===== src/include/rtc_ctl_pkg.sv =====
// Shared constants for the clock control, status and tamper logic.
package rtc_ctl_pkg;
	// Serial slave address and register offsets.
	localparam logic [6:0] SLAVE_ADDR = 7'h6f;
	localparam logic [7:0] ADDR_CLK_LAST = 8'h06;
	localparam logic [7:0] ADDR_SR = 8'h07;
	localparam logic [7:0] ADDR_INT = 8'h08;
	localparam logic [7:0] ADDR_EV = 8'h09;
	localparam logic [7:0] ADDR_TS0 = 8'h14;
	localparam logic [7:0] ADDR_TS_LAST = 8'h19;
	// Status register bit positions.
	localparam int SR_CF = 0;
	localparam int SR_BAT = 1;
	localparam int SR_ALM = 2;
	localparam int SR_TMP = 3;
	localparam int SR_GATE = 4;
	localparam int SR_OSC = 6;
	localparam int SR_AC = 7;
	// Pin control register bit positions.
	localparam int INT_FO_LSB = 0;
	localparam int INT_PINOFF = 4;
	localparam int INT_LP = 5;
	localparam int INT_ALON = 6;
	localparam int INT_REP = 7;
	// Tamper configuration bit positions.
	localparam int EV_SMP_LSB = 0;
	localparam int EV_DET_EN = 4;
	localparam int EV_OUT_BAT_OFF = 6;
	// Values after reset.
	localparam logic [7:0] SR_RESET = 8'h00;
	localparam logic [7:0] INT_RESET = 8'h00;
	localparam logic [7:0] EV_RESET = 8'h00;
	// Sampling codes of the tamper input.
	localparam logic [1:0] SMP_2HZ = 2'h1;
	localparam logic [1:0] SMP_1HZ = 2'h2;
	localparam logic [1:0] SMP_QHZ = 2'h3;
	// Time base and derived counts, in time base edges; POR_WAIT is in core cycles.
	localparam int TB_HZ = 32768;
	localparam int PULSE_MS = 250;
	localparam int PULSE_TB = TB_HZ * PULSE_MS / 1000;
	localparam int DIV_W = 20;
	localparam logic [1:0] POR_WAIT = 2'h3;
	// Divider bit that carries each selectable output frequency below the time base rate.
	function automatic logic [4:0] freq_bit(input logic [3:0] code);
		freq_bit = (code < 4'h4) ? 5'(2 * code - 2) : 5'(code + 4'h4);
	endfunction
endpackage


===== src/verilog/rtc_i2c_slave.sv =====
// Byte-level serial slave with register pointer and strobes.
`timescale 1ns/1ps
module rtc_i2c_slave import rtc_ctl_pkg::*; (
	// Clock and reset.
	input wire logic core_clk,
	input wire logic reset,
	// Serial pins.
	input wire logic scl_pin,
	input wire logic sda_in,
	output logic sda_oe,
	// Register side.
	output logic [7:0] reg_addr,
	input wire logic [7:0] rd_data,
	output logic rd_take,
	output logic wr_stb,
	output logic [7:0] wr_addr,
	output logic [7:0] wr_data,
	output logic wr_first,
	output logic stop_seen
);
	typedef enum {S_IDLE, S_ADDR, S_AACK, S_WR, S_WACK, S_RD, S_RACK} i2c_state_t;
	i2c_state_t st_q;
	logic [1:0] s1_q, s2_q, s3_q;
	logic [7:0] sh_q, out_q, ptr_q;
	logic [3:0] cnt_q;
	logic rw_q, ptr_ok_q, first_q, nack_q;
	// Both pins pass three flops; edges come from the second and third.
	always_ff @(posedge core_clk) begin
		s1_q <= {scl_pin, sda_in};
		s2_q <= s1_q;
		s3_q <= s2_q;
	end
	wire scl_rise = s2_q[1] & ~s3_q[1];
	wire scl_fall = ~s2_q[1] & s3_q[1];
	wire start_c = s2_q[1] & s3_q[1] & s3_q[0] & ~s2_q[0];
	wire stop_c = s2_q[1] & s3_q[1] & ~s3_q[0] & s2_q[0];
	wire load_c = scl_fall & ((st_q == S_AACK & rw_q) | (st_q == S_RACK & ~nack_q));
	assign reg_addr = ptr_q;
	assign rd_take = load_c;
	assign stop_seen = stop_c;
	// Bit engine; data changes on falling edges, sampled on rising ones.
	always_ff @(posedge core_clk) begin
		wr_stb <= 1'b0;
		if (reset) begin
			st_q <= S_IDLE;
			sda_oe <= 1'b0;
			{sh_q, out_q, ptr_q, cnt_q} <= '0;
			{rw_q, ptr_ok_q, first_q, nack_q} <= '0;
			{wr_addr, wr_data, wr_first} <= '0;
		end else if (start_c) begin
			st_q <= S_ADDR;
			cnt_q <= 4'h0;
			ptr_ok_q <= 1'b0;
			first_q <= 1'b1;
			sda_oe <= 1'b0;
		end else if (stop_c) begin
			st_q <= S_IDLE;
			sda_oe <= 1'b0;
		end else if (scl_rise) begin
			sh_q <= {sh_q[6:0], s2_q[0]};
			cnt_q <= cnt_q + 4'h1;
			nack_q <= s2_q[0];
		end else if (scl_fall) begin
			case (st_q)
				S_ADDR: if (cnt_q == 4'h8) begin
					st_q <= (sh_q[7:1] == SLAVE_ADDR) ? S_AACK : S_IDLE;
					sda_oe <= sh_q[7:1] == SLAVE_ADDR;
					rw_q <= sh_q[0];
				end
				S_WR: if (cnt_q == 4'h8) begin
					st_q <= S_WACK;
					sda_oe <= 1'b1;
					ptr_ok_q <= 1'b1;
					if (!ptr_ok_q) begin
						ptr_q <= sh_q;
					end else begin
						wr_stb <= 1'b1;
						{wr_addr, wr_data, wr_first} <= {ptr_q, sh_q, first_q};
						first_q <= 1'b0;
						ptr_q <= ptr_q + 8'h1;
					end
				end
				S_WACK: begin
					st_q <= S_WR;
					sda_oe <= 1'b0;
					cnt_q <= 4'h0;
				end
				S_AACK, S_RACK: begin
					st_q <= load_c ? S_RD : (rw_q | nack_q) ? S_IDLE : S_WR;
					sda_oe <= load_c & ~rd_data[7];
					out_q <= rd_data;
					cnt_q <= 4'h0;
					if (load_c) begin
						ptr_q <= ptr_q + 8'h1;
					end
				end
				S_RD: if (cnt_q == 4'h8) begin
					st_q <= S_RACK;
					sda_oe <= 1'b0;
				end else begin
					sda_oe <= ~out_q[6];
					out_q <= {out_q[6:0], 1'b0};
				end
				default: st_q <= st_q;
			endcase
		end
	end
endmodule


===== src/verilog/rtc_ctl_status.sv =====
// Control, status, alarm pin and tamper logic of the clock.
// Function
// - Clock-fail set after total power loss; clock write clears.
// - Backup flag sets on battery entry; write clears.
// - Alarm flag sets on enabled match; write clears.
// - Alarm during status read survives auto-clear.
// - Tamper event sets flag, pulls detect, stamps.
// - Tamper flag cleared by config write, zero, autoclear.
// - Only first stamp kept while flag set.
// - Clock writes need write gate; gate resets zero.
// - Clock starts and second aligns at STOP.
// - Oscillator-disable selects external time base.
// - Auto-clear clears three flags after status read.
// - Battery mode blocks single-byte pin control writes.
// - Four-bit code selects output frequency or off.
// - Nonzero frequency owns pin, disables alarm.
// - Pin-off bit silences pin on battery.
// - Low-power mode drops trip threshold condition.
// - Alarm-enable bit gates alarm matching.
// - Repeat mode pulses 250ms; else holds low.
// - Sampling code sets tamper check rate.
// - Detect-enable bit gates detection and stamping.
`timescale 1ns/1ps
module rtc_ctl_status import rtc_ctl_pkg::*; #(
	parameter int PULSE_LEN = PULSE_TB
) (
	// Clock and reset.
	input wire logic core_clk,
	input wire logic reset,
	// Serial pins.
	input wire logic scl_pin,
	input wire logic sda_in,
	output logic sda_out,
	output logic sda_oe,
	// Time base pins.
	input wire logic osc_clk_pin,
	input wire logic ext_clk_pin,
	output logic osc_stop,
	// Supply monitor pins.
	input wire logic vdd_below_bat_pin,
	input wire logic vdd_below_trip_pin,
	input wire logic total_loss_pin,
	output logic on_battery,
	// Alarm comparator.
	input wire logic alarm_match,
	output logic alarm_armed,
	// Tamper input, detect pin and running time.
	input wire logic tamper_in_pin,
	input wire logic [47:0] cur_time,
	output logic detect_out_pin_out,
	output logic detect_out_pin_oe,
	// Interrupt or clock output pin.
	output logic alarm_clock_out_pin_out,
	output logic alarm_clock_out_pin_oe,
	// Timekeeping counters.
	output logic tk_wr_stb,
	output logic [7:0] tk_wr_addr,
	output logic [7:0] tk_wr_data,
	output logic clock_run,
	output logic sec_tick
);
	localparam int PW = $clog2(PULSE_LEN + 1);
	localparam int PULSE_FULL = PULSE_LEN;
	logic [5:0] s1_q, s2_q;
	logic [7:0] reg_addr, rd_data, wr_addr, wr_data;
	logic rd_take, wr_stb, wr_first, stop_seen;
	logic ac_q, osc_q, gate_q, cf_q, bat_q, alm_q, tmp_q;
	logic [7:0] int_q, ev_q;
	logic [47:0] ts_q;
	logic [DIV_W-1:0] div_q;
	logic [PW-1:0] pulse_q;
	logic [2:0] snap_q;
	logic [1:0] por_q;
	logic tb_prev_q, bat_prev_q, clk_wr_q, sr_rd_q, page_q, run_q, alm_late_q;

	// Serial protocol engine.
	rtc_i2c_slave u_slave (
		.core_clk(core_clk),
		.reset(reset),
		.scl_pin(scl_pin),
		.sda_in(sda_in),
		.sda_oe(sda_oe),
		.reg_addr(reg_addr),
		.rd_data(rd_data),
		.rd_take(rd_take),
		.wr_stb(wr_stb),
		.wr_addr(wr_addr),
		.wr_data(wr_data),
		.wr_first(wr_first),
		.stop_seen(stop_seen)
	);
	assign sda_out = 1'b0;

	// Pin inputs pass two flops before any logic reads them.
	always_ff @(posedge core_clk) begin
		s1_q <= {tamper_in_pin, vdd_below_bat_pin, vdd_below_trip_pin,
			total_loss_pin, ext_clk_pin, osc_clk_pin};
		s2_q <= s1_q;
	end
	wire osc_s = s2_q[0];
	wire ext_s = s2_q[1];
	wire loss_s = s2_q[2];
	wire trip_s = s2_q[3];
	wire hys_s = s2_q[4];
	wire tamper_s = s2_q[5];

	// Time base source and its rising edges.
	wire tb_lvl = osc_q ? ext_s : osc_s;
	wire tb_edge = tb_lvl & ~tb_prev_q;
	assign osc_stop = osc_q;

	// Supply switchover; low-power mode ignores the trip threshold.
	assign on_battery = hys_s & (int_q[INT_LP] | trip_s);
	wire bat_entry = on_battery & ~bat_prev_q;

	// Register write decode.
	wire sr_wr = wr_stb & (wr_addr == ADDR_SR);
	wire ev_wr = wr_stb & (wr_addr == ADDR_EV);
	wire clk_wr = wr_stb & (wr_addr <= ADDR_CLK_LAST) & gate_q;
	wire int_wr = wr_stb & (wr_addr == ADDR_INT) & (~on_battery | page_q);
	wire sr_rd = rd_take & (reg_addr == ADDR_SR);
	wire ac_stop = stop_seen & sr_rd_q & ac_q;

	// Frequency output; alarm is out of play while a frequency is chosen.
	wire [3:0] fo = int_q[INT_FO_LSB +: 4];
	wire fo_on = fo != 4'h0;
	wire wave = (fo == 4'h1) ? tb_lvl : div_q[freq_bit(fo)];
	assign alarm_armed = int_q[INT_ALON] & ~fo_on;

	// Flag set events.
	wire bat_set = bat_entry;
	wire alm_set = alarm_match & alarm_armed;
	wire smp_tick = (ev_q[1:0] == SMP_2HZ) ? tb_edge & (&div_q[13:0]) :
		(ev_q[1:0] == SMP_1HZ) ? tb_edge & (&div_q[14:0]) :
		(ev_q[1:0] == SMP_QHZ) ? tb_edge & (&div_q[16:0]) : 1'b1;
	wire tmp_hit = tamper_s & smp_tick & ev_q[EV_DET_EN];
	wire tmp_set = tmp_hit & ~tmp_q;

	// Flag clear terms; a set in the same cycle still wins.
	wire bat_clr = (sr_wr & ~wr_data[SR_BAT]) | (ac_stop & snap_q[0]);
	wire alm_clr = (sr_wr & ~wr_data[SR_ALM]) | (ac_stop & snap_q[1]);
	wire tmp_clr = ev_wr | (sr_wr & ~wr_data[SR_TMP]) | (ac_stop & snap_q[2]);

	// Status word as read; the reserved bit reads zero.
	wire [7:0] sr_val = {ac_q, osc_q, 1'b0, gate_q, tmp_q, alm_q, bat_q, cf_q};

	// Read mux; unmapped or foreign offsets read zero.
	wire [7:0] ts_idx = reg_addr - ADDR_TS0;
	wire in_ts = (reg_addr >= ADDR_TS0) & (reg_addr <= ADDR_TS_LAST);
	assign rd_data = (reg_addr == ADDR_SR) ? sr_val :
		(reg_addr == ADDR_INT) ? int_q :
		(reg_addr == ADDR_EV) ? ev_q :
		in_ts ? ts_q[ts_idx[2:0] * 8 +: 8] : 8'h00;

	// Control bits of the status register; all three start at zero.
	always_ff @(posedge core_clk) begin
		if (reset) begin
			{ac_q, osc_q, gate_q} <= {SR_RESET[SR_AC], SR_RESET[SR_OSC], SR_RESET[SR_GATE]};
		end else if (sr_wr) begin
			{ac_q, osc_q, gate_q} <= {wr_data[SR_AC], wr_data[SR_OSC], wr_data[SR_GATE]};
		end
	end

	// Sticky flags; writes only ever clear them.
	always_ff @(posedge core_clk) begin
		if (reset) begin
			{tmp_q, alm_q, bat_q} <= SR_RESET[SR_TMP:SR_BAT];
		end else begin
			bat_q <= bat_set | (bat_q & ~bat_clr);
			alm_q <= alm_set | (alm_q & ~alm_clr);
			tmp_q <= tmp_set | (tmp_q & ~tmp_clr);
		end
	end

	// Clock-fail flag is caught from the loss strap once the sync has settled.
	always_ff @(posedge core_clk) begin
		if (reset) begin
			por_q <= 2'h0;
			cf_q <= SR_RESET[SR_CF];
		end else begin
			por_q <= (por_q == POR_WAIT) ? por_q : por_q + 2'h1;
			if (por_q == POR_WAIT - 2'h1) begin
				cf_q <= loss_s;
			end else if (clk_wr) begin
				cf_q <= 1'b0;
			end
		end
	end

	// Flags seen by a status read; a later set drops the bit from the clear.
	always_ff @(posedge core_clk) begin
		if (reset || stop_seen) begin
			snap_q <= 3'h0;
			sr_rd_q <= 1'b0;
		end else begin
			if (sr_rd) begin
				snap_q <= {tmp_q, alm_q, bat_q} & ~{tmp_set, alm_set, bat_set};
			end else begin
				snap_q <= snap_q & ~{tmp_set, alm_set, bat_set};
			end
			sr_rd_q <= sr_rd_q | sr_rd;
		end
	end

	// Marks an alarm that arrived after the status word was read in this transfer.
	always_ff @(posedge core_clk) begin
		if (reset || stop_seen) begin
			alm_late_q <= 1'b0;
		end else begin
			alm_late_q <= alm_late_q | ((sr_rd_q | sr_rd) & alm_set);
		end
	end

	// Transfer tracking: page start and valid clock writes.
	always_ff @(posedge core_clk) begin
		if (reset || stop_seen) begin
			page_q <= 1'b0;
			clk_wr_q <= 1'b0;
		end else begin
			if (wr_stb && wr_first) begin
				page_q <= wr_addr == ADDR_SR;
			end
			clk_wr_q <= clk_wr_q | clk_wr;
		end
	end

	// Pin control and tamper configuration registers.
	always_ff @(posedge core_clk) begin
		if (reset) begin
			int_q <= INT_RESET;
			ev_q <= EV_RESET;
		end else begin
			if (int_wr) begin
				int_q <= wr_data;
			end
			if (ev_wr) begin
				ev_q <= wr_data;
			end
		end
	end

	// Time stamp keeps only the first event until the flag is cleared.
	always_ff @(posedge core_clk) begin
		if (reset) begin
			ts_q <= 48'h0;
		end else if (tmp_set) begin
			ts_q <= cur_time;
		end
	end

	// Timekeeping write strobe, passed on only with the gate open.
	always_ff @(posedge core_clk) begin
		if (reset) begin
			tk_wr_stb <= 1'b0;
			tk_wr_addr <= 8'h00;
			tk_wr_data <= 8'h00;
		end else begin
			tk_wr_stb <= clk_wr;
			tk_wr_addr <= wr_addr;
			tk_wr_data <= wr_data;
		end
	end

	// Divider; a clock write realigns the second at its STOP.
	always_ff @(posedge core_clk) begin
		if (reset) begin
			div_q <= '0;
			tb_prev_q <= 1'b0;
			bat_prev_q <= 1'b0;
			run_q <= 1'b0;
		end else begin
			tb_prev_q <= tb_lvl;
			bat_prev_q <= on_battery;
			if (stop_seen && clk_wr_q) begin
				div_q <= '0;
				run_q <= 1'b1;
			end else if (tb_edge) begin
				div_q <= div_q + 1'b1;
			end
		end
	end
	assign clock_run = run_q;
	assign sec_tick = tb_edge & (&div_q[14:0]) & run_q;

	// Repeat-mode pulse length counted in time base edges, not core cycles.
	always_ff @(posedge core_clk) begin
		if (reset) begin
			pulse_q <= '0;
		end else if (alm_set && int_q[INT_REP]) begin
			pulse_q <= PW'(PULSE_LEN);
		end else if (tb_edge && pulse_q != '0) begin
			pulse_q <= pulse_q - 1'b1;
		end
	end

	// Open-drain pins are driven only to pull low.
	wire pin_on = ~(int_q[INT_PINOFF] & on_battery);
	wire alarm_low = int_q[INT_ALON] & (int_q[INT_REP] ? pulse_q != '0 : alm_q);
	assign alarm_clock_out_pin_out = 1'b0;
	assign alarm_clock_out_pin_oe = pin_on & (fo_on ? ~wave : alarm_low);
	assign detect_out_pin_out = 1'b0;
	assign detect_out_pin_oe = tmp_q & ~(ev_q[EV_OUT_BAT_OFF] & on_battery);

	a_gate_after_reset: assert property (@(posedge core_clk) reset |=> !gate_q)
		else $error("write gate not zero after reset");
	a_clock_write_gated: assert property (@(posedge core_clk) disable iff (reset)
		tk_wr_stb |-> $past(gate_q))
		else $error("clock write passed with gate closed");
	a_alarm_no_write_set: assert property (@(posedge core_clk) disable iff (reset)
		(sr_wr && !alm_q && !alm_set) |=> !alm_q)
		else $error("write set the alarm flag");
	a_stamp_held: assert property (@(posedge core_clk) disable iff (reset)
		tmp_q ##1 tmp_q |-> $stable(ts_q))
		else $error("time stamp overwritten while flag set");
	a_detect_pulls_low: assert property (@(posedge core_clk) disable iff (reset)
		$rose(tmp_q) && !ev_q[EV_OUT_BAT_OFF] |-> detect_out_pin_oe)
		else $error("detect pin not pulled low on event");
	a_freq_blocks_alarm: assert property (@(posedge core_clk) disable iff (reset)
		fo_on && alarm_match |=> !$rose(alm_q))
		else $error("alarm set while frequency output on");
	a_pin_off_battery: assert property (@(posedge core_clk) disable iff (reset)
		int_q[INT_PINOFF] && on_battery |-> !alarm_clock_out_pin_oe)
		else $error("pin active on battery with pin-off set");
	a_single_hold: assert property (@(posedge core_clk) disable iff (reset)
		alm_q && int_q[INT_ALON] && !int_q[INT_REP] && !fo_on && pin_on
		|-> alarm_clock_out_pin_oe)
		else $error("single alarm not holding pin low");
	a_pulse_load: assert property (@(posedge core_clk) disable iff (reset)
		alm_set && int_q[INT_REP] |=> pulse_q == PW'(PULSE_FULL))
		else $error("repeat pulse not loaded to full length");
	a_auto_clear: assert property (@(posedge core_clk) disable iff (reset)
		ac_stop && snap_q[1] && !alm_set |=> !alm_q)
		else $error("alarm flag not auto-cleared");
	a_read_keeps_alarm: assert property (@(posedge core_clk) disable iff (reset)
		stop_seen && alm_late_q |=> alm_q)
		else $error("alarm set during read was lost");
	a_battery_int_block: assert property (@(posedge core_clk) disable iff (reset)
		wr_stb && wr_addr == ADDR_INT && on_battery && !page_q |=> $stable(int_q))
		else $error("single write to pin control on battery");
	a_tamper_ev_clear: assert property (@(posedge core_clk) disable iff (reset)
		ev_wr && !tmp_set |=> !tmp_q)
		else $error("tamper flag kept after config write");
	a_cf_clock_write: assert property (@(posedge core_clk) disable iff (reset)
		clk_wr && por_q == POR_WAIT |=> !cf_q)
		else $error("clock-fail flag kept after clock write");
endmodule


===== config.mk =====
export PLATFORM = sky130hd
export DESIGN_NAME = rtc_ctl_status
export DESIGN_NICKNAME = d
export VERILOG_FILES = /design/src/include/rtc_ctl_pkg.sv /design/src/verilog/rtc_i2c_slave.sv /design/src/verilog/rtc_ctl_status.sv
export SDC_FILE = /design/constraint.sdc
export NUM_CORES = 1
export LEC_CHECK = 0
export BUFFER_PORTS_ARGS = -buffer_cell sky130_fd_sc_hd__buf_2
export CORE_MARGIN = 10
export CORE_UTILIZATION = 60
export CTS_CLUSTER_DIAMETER = 150
export DETAILED_ROUTE_END_ITERATION = 16
export GPL_ROUTABILITY_DRIVEN = 0
export GPL_TIMING_DRIVEN = 0
export PLACE_DENSITY = 0.86
export SLEW_MARGIN = 5
export SYNTH_ARGS = -nofsm -noshare
export SYNTH_HDL_FRONTEND = slang
export SYNTH_SLANG_ARGS = --single-unit
export TNS_END_PERCENT = 100

===== constraint.sdc =====
create_clock -name core_clk -period 5.3 [get_ports core_clk]
set_input_delay 0.795 -clock core_clk [delete_from_list [all_inputs] [get_ports core_clk]]
set_output_delay 0.795 -clock core_clk [all_outputs]
set_load 0.005 [all_outputs]

# After elaboration in Yosys (flattened, before gate mapping)
# Cells that the tools add are included.
# classes
n_eq_ne	33
magnitude_cmp	5
reduce_logical	41
n_bitwise	90
addsub	8
shifts	1
n_mux	51
# ops
operator	n
$pmux W32 S5	1
$eq A32 B3 Y1 const B	4
$mux W32	4
$eq A32 B2 Y1 const B	2
$mux W8	7
$shiftx A48 B7 Y8	1
$and A1 B1 Y1	47
$eq A32 B1 Y1 const B	1
$eq A32 B4 Y1 const B	1
$eq A8 B4 Y1 const B	4
$reduce_and A6 Y1	5
$mux W14	2
$not A1 Y1	27
$mux W1	25
$add A20 B1 Y20 const B	1
$reduce_bool A2 Y1	10
$reduce_and A17 Y1	1
$eq A8 B3 Y1 const B	2
$pmux W8 S2	1
$reduce_and A15 Y1	1
$pmux W7 S2	1
$reduce_and A14 Y1	1
$reduce_and A7 Y1	2
$reduce_bool A14 Y1	1
other kinds (42)	77
# totals
ff_bits	233
wordCells	273
inputBits	59

# Longest topological paths before layout
# logic_depth
depth_word	12
mapped_depth	10
mapped_depth_nobuf	9

# Modules after synthesis
# A second synthesis with hierarchy kept.
# hier_totals
hier_cells	960
area_unflattened_um2	9013.6
# modules_own_cells
mod	area_each_um2	seq_area_each_um2	n_inst	cells_each
rtc_ctl_status	6371.1	2902.8	1	681
rtc_i2c_slave	2642.5	1161.1	1	279

# Least setup slack after synthesis
# Ideal clock, no wire load.
# synth_path
path_type	register to output
start	register int_q[0]
end	output alarm_clock_out_pin_oe
n_path_buf	1
arrival_ps	2060
slack_ps	2445
stages_incl_launch_ff	10
t_required_ps	4505
path_cell_list	dfxtp_1 > clkbuf_1 > inv_1 > ha_1 > mux2i_1 > o22ai_1 > o211ai_1 > a22oi_1 > a21oi_1 > a221oi_1
# synth_between
elab_chain_cells	8
elab_cells_between_ends	12
classes_between	2 x add/sub; 1 x order compare; 1 x eq/ne; 5 x mux; 2 x bitwise; 1 x reduce/logical
# synth_rtl
element	line_no	text
from (decl)	rtc_ctl_status.sv:68	logic [7:0] int_q, ev_q;
from (signal assigned)	rtc_ctl_status.sv:234	int_q <= wr_data;
$sub A5 B2 Y5, or another cell as far along	rtc_ctl_pkg.sv:45	freq_bit = (code < 4'h4) ? 5'(2 * code - 2) : 5'(code + 4'h4);
$mux W5	rtc_ctl_pkg.sv:45	
$bmux W1 S5	rtc_ctl_status.sv:127	wire wave = (fo == 4'h1) ? tb_lvl : div_q[freq_bit(fo)];
$mux W1 (not written as such)	rtc_ctl_status.sv:127	
$mux W1	rtc_ctl_status.sv:127	
$not A1 Y1	rtc_ctl_status.sv:300	assign alarm_clock_out_pin_oe = pin_on & (fo_on ? ~wave : alarm_low);
$mux W1 (*)	rtc_ctl_status.sv:300	
$and A1 B1 Y1 (*)	rtc_ctl_status.sv:300	
to (decl)	rtc_ctl_status.sv:54	output logic alarm_clock_out_pin_oe,
# Mark *: on every way between the ends. The rest lies on a longest branch, timed or not. The select of a mux whose other input is x is not followed.

# Worst setup path after layout
# Ends and elaborated chain as after synthesis.

==> impl_metrics.tcl <==
set metrics [dict create \
    cp_cell_sequence "clkbuf_1 -> inv_1 -> ha_1 -> mux2i_1 -> o22ai_1 -> o211ai_1 -> a22oi_1 -> a21oi_1 -> a221oi_1 -> buf_2" \
    crit_buf_inv 3 \
    path_max_fanout 10 \
    final_nets 1260 \
    antenna_found_initial 0 \
    core_area_um2 15400 \
    layout_commonest_cell "dfxtp_1" \
    grt_pass1_wl_um 41100 \
    clock_path_buffers 3 \
    switching_power_mw 0.858 \
    cts_buffers 22 \
    setup_viol 0 \
    rsz0062_at_grt "false" \
    worst_pin_slew_ns 0.864 \
    power_frac_seq_pct 47.1 \
    maxSlewViolCount 0 \
    viasPerCell 5.87 \
    root_buffer "clkbuf_16" \
    fillCellCount 1187 \
    ys_seq_elements 203 \
    cts-htree-levels 1 \
    postCtsSetupBuffers 0 \
    fp.dieH_um 146 \
    ant_nets 0 \
    hold_path_class "reg2reg" \
    yosysSeqAreaShare_pct 42.7 \
    cp_slowest_cell "dfxtp_1" \
    yosys.area.top_type "dfxtp_1" \
    status "complete, no violations" \
    yosysUniqueCellTypes 66 \
    wire_per_inst_um 17.9 \
    combPwrFrac_pct 10.9 \
    crit_path_start_kind "flip-flop" \
    netlist_instances 1075 \
    power.total_mw 3.47 \
    pwr_density_cell_nw_per_um2 319 \
    dp_cells 1370 \
    hp-start "s1_q[1]" \
    yosys_warnings 0 \
    routed_wl_um 25200 \
    clockPowerShare_pct 42.1 \
    end_kind "output port" \
    antenna_cells 0 \
    dr.pass1.iters 5 \
    insertion_delay_ns 0.50 \
    ctsResizeCount 0 \
    layout_min_cycle_time_ns 4.19 \
    chipWidth_um 146 \
    crit_type "reg2out" \
    p_int_mw 2.61 \
    numClockSinks 203 \
    path_clk_slew_ns 0.06 \
    critical_path.top_delay_family "compound AO/OA/AOI/OAI gates" \
    synth-edff-count 0 \
    initial_utilization_pct 61.9 \
    grt_start_max_net_pins 13 \
    ctsHoldBuffers 0 \
    avgSynthCellArea_um2 8.85 \
    globalRouteTotalUtil_pct 22.8 \
    p_leak_nw 4.11 \
    drt-initial-drc-count 751 \
    grt_pass1_vias 8039 \
    cts_tree "done" \
    areaGrowthSynthToFinish_pct 14.4 \
    drv_cap 0 \
    r2r-start "div_q[0]" \
    period_share_pct 79.0 \
    drc 0 \
    syn_area_um2 9510 \
    synth_top_cell_area_share_pct 42.7 \
    synth.area.top_cells "dfxtp_1, mux2i_1, nand2b_1, nor2_1, nand2_1" \
    finalHoldViolCount 0 \
    switching_share_pct 24.7 \
    critPathMaxStageDelay_ns 0.46 \
    ys.flop_type "dfxtp_1" \
    fp-row-count 45 \
    finClkSkew_ns 0.0116 \
    drive_gt1_share_pct 12.5 \
    finalSetupTns_ns 0 \
    max_freq_ghz 0.239 \
    portBuffers 82 \
    vias 8267 \
    fin_cells 1408 \
    io_pins 87 \
    crit_required_ns 4.51 \
    crit_start "int_q[0]" \
    async_flop_share_pct 0 \
    peakVddDrop_mv 0.199 \
    hpwlAfterDp_um 18200 \
    mostFrequentLayoutCells "dfxtp_1, nor2_1, nand2b_1, nand2_1, buf_2" \
    cp.arrival_ns 3.39 \
    grt_overflow 0 \
    maxSlewHeadroom_pct 41.9 \
    dieArea_um2 21300 \
]
## final timing paths
path                                 end  slack (ns)  depth (start not counted)
setup / recovery  alarm_clock_out_pin_oe        1.11                         10
hold / removal                   s2_q[1]        0.32                          0
setup reg to reg                 ts_q[1]        2.01                         10
hold reg to reg                  s2_q[1]        0.32                          0
## Yosys cell counts (all sizes together), types with 5 or more instances
| master | count |
|---|---|
| nor2 | 121 |
| buf | 13 |
| o211ai | 6 |
| xnor2 | 16 |
| mux2i | 87 |
| dfxtp | 203 |
| a21oi | 67 |
| nand2b | 104 |
| ha | 18 |
| a211oi | 8 |
| inv | 29 |
| nor3 | 16 |
| nand2 | 97 |
| a311oi | 7 |
| xor2 | 13 |
| nor2b | 25 |
| a22oi | 8 |
| or2 | 5 |
| o21ai | 23 |
| clkbuf | 52 |
| and3 | 12 |
| mux2 | 6 |
| nand3b | 10 |
| a221oi | 10 |
| nand4 | 10 |
| nand3 | 27 |
| mux4 | 7 |
| nor4 | 9 |
## power groups by stage
stage / clock network [mW] / registers, mW / logic [mW]
floorplan: 0 / 1.65 / 0.287
global placement: 0 / 1.66 / 0.364
detailed placement: 0 / 1.66 / 0.376
CTS: 1.47 / 1.63 / 0.378
global route: 1.53 / 1.64 / 0.424
finish: 1.46 / 1.63 / 0.377
## final cells by class
type	instances	area (µm²)	area share (%)
inverters	29	109	1.00
repair buffers	82	410	3.77
clock buffers	37	678	6.23
clock inverters	1	8.76	0.0805
flip-flops and latches	203	4060	37.4
plain buffers	65	280	2.58
well taps	211	264	2.43
multi-input cells	780	5060	46.6
## routing by layer
layer  share of wire (%)  routed length, µm  vias to the layer above  global-route usage [%]
li1                    -                  -                     3913                       -
met1                  41              10300                     3932                    29.2
met2                  48              12000                      354                    37.7
met4                 3.8                947                        0                    8.80
met3                 7.5               1880                       68                    3.38
met5                   0                  0                        -                       0
## logic make-up after synthesis
group           share of synthesized area [%]
simple gates                             24.8
flops                                    42.7
compound gates                           11.7
mux                                      11.5
buf+inv                                  4.09
xor+xnor                                 2.67
fa+ha+maj                                2.37
other cells                            0.0394
## state kept, by name, summed over array words and instances (netlist names), 7 cells and up
signal and cells:
u_slave.reg_addr 8, tk_wr_data 8, u_slave.out_q 7, u_slave.sh_q 8, tk_wr_addr 8, pulse_q 14, u_slave.wr_addr 8, u_slave.wr_data 8
ev_q 8, div_q 20, ts_q 48, int_q 8
## through the flow
| stage | hold WS [ns] | setup slack [ns] | instance area (µm²) | utilization [%] |
|---|---|---|---|---|
| 5_1_grt | 0.329 | 0.962 | 10900 | 70.8 |
| 6_report | 0.321 | 1.11 | 10900 | 70.8 |
| 2_1_floorplan | 0.310 | 2.44 | 9520 | - |
| 3_5_place_dp | 0.312 | 1.79 | 10200 | 66.3 |
| 4_1_cts | 0.320 | 1.23 | 10900 | 70.8 |
| 3_3_place_gp | 0.311 | 1.84 | 10200 | 66.3 |
No activity file was read; power rests on OpenSTA's default activity.
